**src/logic/ldsl_pkg.sv**
```systemverilog
package ldsl_pkg;
   // ****************
   // Link constants
   // ****************
   localparam int LDSL_NORM_BITS = 16;
   localparam int LDSL_ALARM_BITS = 17;
   localparam int LDSL_CNT_BITS = 5;
   localparam int LDSL_BYTE_BITS = 8;
   localparam logic [4:0] LDSL_NORM_MAX = 5'h10;
   localparam logic [16:0] LDSL_CODE_RESET = 17'h0_0000;
   localparam logic [16:0] LDSL_ALARM_LO = 17'h0_3800;
   localparam logic [16:0] LDSL_ALARM_HI = 17'h1_8000;
   localparam int LDSL_SCLK_DIV = 4;
   localparam int LDSL_PIN_COUNT = 3;
   localparam int LDSL_PIN_SCLK = 2;
   localparam int LDSL_PIN_DATA = 1;
   localparam int LDSL_PIN_LOAD = 0;
   localparam logic [2:0] LDSL_PIN_IDLE = 3'h1;
endpackage

```
**src/logic/ldsl_if.sv**
```systemverilog
`timescale 1ns/1ns
interface ldsl_if;
   logic sclk;
   logic sdata;
   logic load;
   modport dev (input sclk, input sdata, input load);
   modport host (output sclk, output sdata, output load);
endinterface

```
**src/logic/ldsl_device.sv**
```systemverilog
`timescale 1ns/1ns
module ldsl_device (
   input wire logic clk_sys,
   input wire logic rst_n,
   ldsl_if.dev link,
   output logic [16:0] dac_code,
   output logic alarm_mode,
   output logic load_done
);
   import ldsl_pkg::*;

   // ****************
   // Pin synchronisers
   // ****************
   // Reset to idle levels, so no false strobe edge follows reset
   logic [LDSL_PIN_COUNT-1:0] pin_raw;
   wire [LDSL_PIN_COUNT-1:0] pin_sync;
   wire [LDSL_PIN_COUNT-1:0] pin_hist;

   assign pin_raw[LDSL_PIN_SCLK] = link.sclk;
   assign pin_raw[LDSL_PIN_DATA] = link.sdata;
   assign pin_raw[LDSL_PIN_LOAD] = link.load;

   genvar pin_idx;
   generate
      for (pin_idx = 0; pin_idx < LDSL_PIN_COUNT; pin_idx++) begin : g_pin_sync
         logic meta_q;
         logic meta_d;
         logic sync_q;
         logic sync_d;
         logic hist_q;
         logic hist_d;

         always_comb begin
            meta_d = pin_raw[pin_idx];
            sync_d = meta_q;
            hist_d = sync_q;
         end

         always_ff @(posedge clk_sys or negedge rst_n) begin
            if (!rst_n) begin
               meta_q <= LDSL_PIN_IDLE[pin_idx];
               sync_q <= LDSL_PIN_IDLE[pin_idx];
               hist_q <= LDSL_PIN_IDLE[pin_idx];
            end else begin
               meta_q <= meta_d;
               sync_q <= sync_d;
               hist_q <= hist_d;
            end
         end

         assign pin_sync[pin_idx] = sync_q;
         assign pin_hist[pin_idx] = hist_q;
      end
   endgenerate

   // ****************
   // Edge detection
   // ****************
   logic sclk_now;
   logic sclk_prev;
   logic load_now;
   logic load_prev;
   logic data_bit;
   logic clk_rise;
   logic load_rise;

   assign sclk_now = pin_sync[LDSL_PIN_SCLK];
   assign sclk_prev = pin_hist[LDSL_PIN_SCLK];
   assign load_now = pin_sync[LDSL_PIN_LOAD];
   assign load_prev = pin_hist[LDSL_PIN_LOAD];
   // Data rides the same pipeline as the clock, so both line up
   assign data_bit = pin_sync[LDSL_PIN_DATA];
   assign clk_rise = sclk_now & ~sclk_prev;
   assign load_rise = load_now & ~load_prev;

   // ****************
   // Input shift register
   // ****************
   logic [LDSL_ALARM_BITS-1:0] sh_q;
   logic [LDSL_ALARM_BITS-1:0] sh_d;

   always_comb begin
      sh_d = sh_q;
      // A clock edge in the strobe cycle is dropped
      if (clk_rise && !load_rise) begin
         sh_d = {sh_q[LDSL_ALARM_BITS-2:0], data_bit};
      end
   end

   always_ff @(posedge clk_sys or negedge rst_n) begin
      if (!rst_n) begin
         sh_q <= LDSL_CODE_RESET;
      end else begin
         sh_q <= sh_d;
      end
   end

   // ****************
   // Edge counter
   // ****************
   logic [LDSL_CNT_BITS-1:0] cnt_q;
   logic [LDSL_CNT_BITS-1:0] cnt_d;

   always_comb begin
      cnt_d = cnt_q;
      if (load_rise) begin
         cnt_d = '0;
      end else if (clk_rise) begin
         // Wraps at 32 on its own width
         cnt_d = cnt_q + LDSL_CNT_BITS'(1);
      end
   end

   always_ff @(posedge clk_sys or negedge rst_n) begin
      if (!rst_n) begin
         cnt_q <= '0;
      end else begin
         cnt_q <= cnt_d;
      end
   end

   // ****************
   // Mode classification
   // ****************
   logic period_alarm;
   logic [LDSL_ALARM_BITS-1:0] word_sel;

   always_comb begin
      // Count is taken before the strobe clears it
      period_alarm = (cnt_q > LDSL_NORM_MAX);
      word_sel = {1'b0, sh_q[LDSL_NORM_BITS-1:0]};
      if (period_alarm) begin
         // Earlier bits have already left the register
         word_sel = sh_q;
      end
   end

   // ****************
   // Converter latch
   // ****************
   logic [LDSL_ALARM_BITS-1:0] code_q;
   logic [LDSL_ALARM_BITS-1:0] code_d;

   always_comb begin
      code_d = code_q;
      if (load_rise) begin
         code_d = word_sel;
      end
   end

   always_ff @(posedge clk_sys or negedge rst_n) begin
      if (!rst_n) begin
         code_q <= LDSL_CODE_RESET;
      end else begin
         code_q <= code_d;
      end
   end

   // ****************
   // Mode flag
   // ****************
   logic alarm_q;
   logic alarm_d;

   always_comb begin
      alarm_d = alarm_q;
      if (load_rise) begin
         if (period_alarm) begin
            alarm_d = 1'b1;
         end else begin
            alarm_d = 1'b0;
         end
      end
   end

   always_ff @(posedge clk_sys or negedge rst_n) begin
      if (!rst_n) begin
         alarm_q <= 1'b0;
      end else begin
         alarm_q <= alarm_d;
      end
   end

   // ****************
   // Load pulse
   // ****************
   logic done_q;
   logic done_d;

   always_comb begin
      done_d = load_rise;
   end

   always_ff @(posedge clk_sys or negedge rst_n) begin
      if (!rst_n) begin
         done_q <= 1'b0;
      end else begin
         done_q <= done_d;
      end
   end

   // ****************
   // Outputs
   // ****************
   // Code 0x10000 in alarm mode means 16 mA; analog side scales
   assign dac_code = code_q;
   assign alarm_mode = alarm_q;
   assign load_done = done_q;
endmodule // ldsl_device

```
**src/flat_wrapper.sv**
```systemverilog
// flat-port wrapper written by rule: the top's interface ports become plain ports
module ldsl_device_flat import ldsl_pkg::*;
  (clk_sys, rst_n, dac_code, alarm_mode, load_done, link_sclk, link_sdata, link_load);
  ldsl_if link_i ();
  input wire logic clk_sys;
  input wire logic rst_n;
  output logic [16:0] dac_code;
  output logic alarm_mode;
  output logic load_done;
  input wire logic [$bits(link_i.sclk)-1:0] link_sclk;
  input wire logic [$bits(link_i.sdata)-1:0] link_sdata;
  input wire logic [$bits(link_i.load)-1:0] link_load;
  assign link_i.sclk = link_sclk;
  assign link_i.sdata = link_sdata;
  assign link_i.load = link_load;
  ldsl_device u_core (.clk_sys(clk_sys), .rst_n(rst_n), .link(link_i), .dac_code(dac_code), .alarm_mode(alarm_mode), .load_done(load_done));
endmodule
```
**config.mk**
```make
export PLATFORM = sky130hd
export DESIGN_NAME = ldsl_device_flat
export DESIGN_NICKNAME = d
export VERILOG_FILES = /design/src/logic/ldsl_pkg.sv /design/src/logic/ldsl_if.sv /design/src/logic/ldsl_device.sv /design/src/flat_wrapper.sv
export SDC_FILE = /design/constraint.sdc
export NUM_CORES = 1
export LEC_CHECK = 0
export ABC_AREA = 1
export ABC_CLOCK_PERIOD_IN_PS = 1300
export BUFFER_PORTS_ARGS = -buffer_cell sky130_fd_sc_hd__buf_2
export CORE_UTILIZATION = 45
export DETAILED_ROUTE_END_ITERATION = 8
export PLACE_DENSITY = 0.67
export SYNTH_ARGS = -nofsm -noshare
export SYNTH_HDL_FRONTEND = slang
export SYNTH_SLANG_ARGS = --single-unit
```
**constraint.sdc**
```tcl
create_clock -name clk_sys -period 1.3 [get_ports clk_sys]
set_input_delay 0.26 -clock clk_sys [delete_from_list [all_inputs] [get_ports clk_sys]]
set_output_delay 0.26 -clock clk_sys [all_outputs]
set_load 0.02 [all_outputs]
```
==> flow_metrics.env <==
export IMPL_drt_wl_total_um=3033
export IMPL_p_comb_frac=0.192
export IMPL_relSlewSlack=0.7233
export IMPL_ys_top_cells_by_area="dfrtp_1 60%, nand2_1 8.3%, o21ai_2 8.3%"
export IMPL_drc=0
export IMPL_highest_layer="met4"
export IMPL_critPathBufInv=2
export IMPL_netlist_area_um2=1911
export IMPL_ff2ff_setup_slack_ns=0.1
export IMPL_clkSlewWorstSetupHoldPaths_ns=0.08
export IMPL_final_cell_area_um2=2216
export IMPL_ys_seq_elements=49
export IMPL_worst_ir_drop_vdd_v=0.0006324
export IMPL_wl_met1_um=1371
export IMPL_synthCells=177
export IMPL_ys_types=18
export IMPL_io_buffers=23
export IMPL_wl_met3_um=137
export IMPL_synth_nets=184
export IMPL_grt_max_degree=30
export IMPL_final_core_util=0.5500
export IMPL_max_stage_delay_ns=0.52
export IMPL_p_switching_mw=0.9955
export IMPL_num_antenna_cells=0
export IMPL_grt_pass1_vias=1276
export IMPL_grt_usage=0.1667
export IMPL_finalPower_mw=3.340
export IMPL_startpoint_type="flip-flop"
export IMPL_clk_latency_ns=0.30
export IMPL_leakagePower_nw=1.097
export IMPL_place_area_um2=2121
export IMPL_seq_power_share=0.553
export IMPL_drtAntennaViolNets=0
export IMPL_cap_violations=0
export IMPL_p_clk_frac=0.256
export IMPL_avgRoutedWirePerCell_um=11.76
export IMPL_setup_violations=0
export IMPL_synth_top_area_frac=0.6025
export IMPL_synth_avg_cell_area_um2=10.79
export IMPL_die_height_um=67.16
export IMPL_die_area_um2=4510
export IMPL_wl_met2_um=1475
export IMPL_crit_arrival_ns=1.42
export IMPL_hold_class="in2reg"
export IMPL_area_delta_synth_final_pct=15.98
export IMPL_internal_power_mw=2.345
export IMPL_antenna_found_initial=0
export IMPL_start_util=0.4742
export IMPL_min_period_ns=1.200
export IMPL_cts_sinks=49
export IMPL_fin_tns_setup_ns=0
export IMPL_grt_overflow=0
export IMPL_drive_gt1_frac=0.2837
export IMPL_htree_levels=2
export IMPL_grt_pass1_wl_um=5457
export IMPL_status="completed"
export IMPL_crit_slowest_cell="dfstp_2"
export IMPL_num_vias=1223
export IMPL_num_nets_final=214
export IMPL_gp_congestion=0.7306
export IMPL_fp_coreArea_um2=4029
export IMPL_vias_per_cell=4.740
export IMPL_fin_crit_sh=0.9234
export IMPL_finClkSkew_ns=0.009278
export IMPL_ys_warn_count=0
export IMPL_die_w_um=67.16
export IMPL_drtIter0Drc=82
export IMPL_rows=23
export IMPL_max_clock_path_buffers=2
export IMPL_cts_root_buf="clkbuf_8"
export IMPL_switching_share=0.2981
export IMPL_slew_violations=0
export IMPL_crit_required_ns=1.52
export IMPL_path_max_fanout=29
export IMPL_hold_viol=0
export IMPL_seq_area_frac_synth=0.6437
export IMPL_pwr_density_cell_nw_per_um2=1507
export IMPL_cts_buffers=5
export IMPL_post_cts_setup_buffers=0
export IMPL_path_cells="inv_1 > nand2_4 > buf_6 > o21ai_0 > a21oi_1"
export IMPL_cts_tree="yes"
export IMPL_critical_path_class="reg2reg"
export IMPL_path_delay_family="flip-flops"
export IMPL_max_clock_freq_mhz=833.0
export IMPL_dr_pass1_iters=4
export IMPL_io_pin_count=24
export IMPL_critPathCaptureType="flip-flop"
export IMPL_detailed_place_hpwl_um=2195
export IMPL_synth_largest_area_cell="dfrtp_1"
export IMPL_rsz0062_at_grt="no"
export IMPL_worst_slew_pin_slew_ns=0.4150
==> path summary, 6_finish.rpt <==
| check | depth (start not counted) | end | startpoint |
|---|---|---|---|
| worst max-delay path | 5 | u_core.cnt_q[2]$_DFFE_PN0P_ | u_core.g_pin_sync[0].hist_q$_DFF_PN1_ |
| worst min-delay path | 1 | u_core.g_pin_sync[0].meta_q$_DFF_PN1_ | link_load |
| worst max register to register | 5 | u_core.cnt_q[2]$_DFFE_PN0P_ | u_core.g_pin_sync[0].hist_q$_DFF_PN1_ |
| worst min register to register | 0 | u_core.data_bit$_DFF_PN0_ | u_core.g_pin_sync[1].meta_q$_DFF_PN0_ |
| max in group asynchronous | 3 | u_core.dac_code[14]$_DFFE_PN0P_ | rst_n |
| min in group asynchronous | 2 | u_core.g_pin_sync[2].meta_q$_DFF_PN0_ | rst_n |
==> metrics by stage <==
step	instances	setup WS, ns	hold slack [ns]
detailed placement	249	0.01902	0.2141
CTS	258	0.001816	0.04203
global placement	249	0.08287	0.1994
global route	258	0.008413	0.04020
floorplan	177	0.1655	-0.03559
finish	258	0.09955	0.05469
==> cell type report <==
class | instances | area [µm²]
multi-input cells | 97 | 528.0
inverters | 24 | 90.09
fillers | 356 | 1813
clock inverters | 1 | 5.005
flip-flops and latches | 49 | 1230
clock buffers | 7 | 76.32
repair buffers | 30 | 224.0
well taps | 50 | 62.56
==> what timing repair did <==
action,4_1_cts,5_1_grt
hold buffers,1,0
endpoints found under the hold margin,11,0
gates resized for setup,0,2
endpoints found under the setup margin,0,3
==> placed cells by master (no fill, tap or decap) <==
cell type      Yosys  layout
clkbuf_8           0       5
nand2_1           42      42
o21ai_2           18      18
buf_4              1       1
a21oi_1            1       1
nand3_1            5       5
o21ai_1            1       2
buf_12             0       4
clkinv_2           0       1
ha_1               2       2
buf_6              4       1
nor2_1             8       8
inv_1             24      24
dfstp_2            3       3
buf_2              1      23
nand3_4            1       1
a21oi_2            1       1
nand2_4            1       1
dlygate4sd3_1      0       1
o21ai_0           17      16
dfrtp_1           46      46
clkbuf_1           0       2
==> Yosys cell counts <==
| master | instances |
|---|---|
| dfstp_2 | 3 |
| ha_1 | 2 |
| clkbuf_2 | 1 |
| a21oi_2 | 1 |
| o21ai_2 | 18 |
| nand2_1 | 42 |
| o21ai_1 | 1 |
| nand3_1 | 5 |
| buf_6 | 4 |
| dfrtp_1 | 46 |
| inv_1 | 24 |
| buf_2 | 1 |
| nand2_4 | 1 |
| o21ai_0 | 17 |
| nor2_1 | 8 |
| buf_4 | 1 |
| a21oi_1 | 1 |
| nand3_4 | 1 |
==> power by group through the flow <==
stage          clock, mW  combinational (mW)  sequential [mW]
2_1_floorplan          0               0.320             1.97
3_3_place_gp           0               0.622             1.87
3_5_place_dp           0               0.650             1.88
4_1_cts            0.887               0.654             1.85
5_1_grt            0.938               0.723             1.88
6_report           0.854               0.641             1.85
==> flip-flops by register name, summed over array words and instances (netlist names) <==
name                      flops
u_core.dac_code              17
u_core.sh_q                  17
u_core.alarm_mode             1
u_core.cnt_q                  5
u_core.g_pin_sync.meta_q      3
u_core.g_pin_sync.hist_d      2
u_core.g_pin_sync.hist_q      2
u_core.load_done              1
u_core.data_bit               1
==> cells by family after synthesis <==
kind of cell,count (synthesis),synth area share
adders and majority gates,2,0.01310
DFF,49,0.6437
buffers and inverters,31,0.07989
and+or+nand+nor,57,0.1264
AOI/OAI and AO/OA,38,0.1369
==> metal layers <==
layer  up-vias  track usage
li1        612            -
met1       584       0.1911
met2        22       0.2838
met3         5      0.05743
met4         0      0.06649
met5         -            0
(Power assumes the default switching activity.)
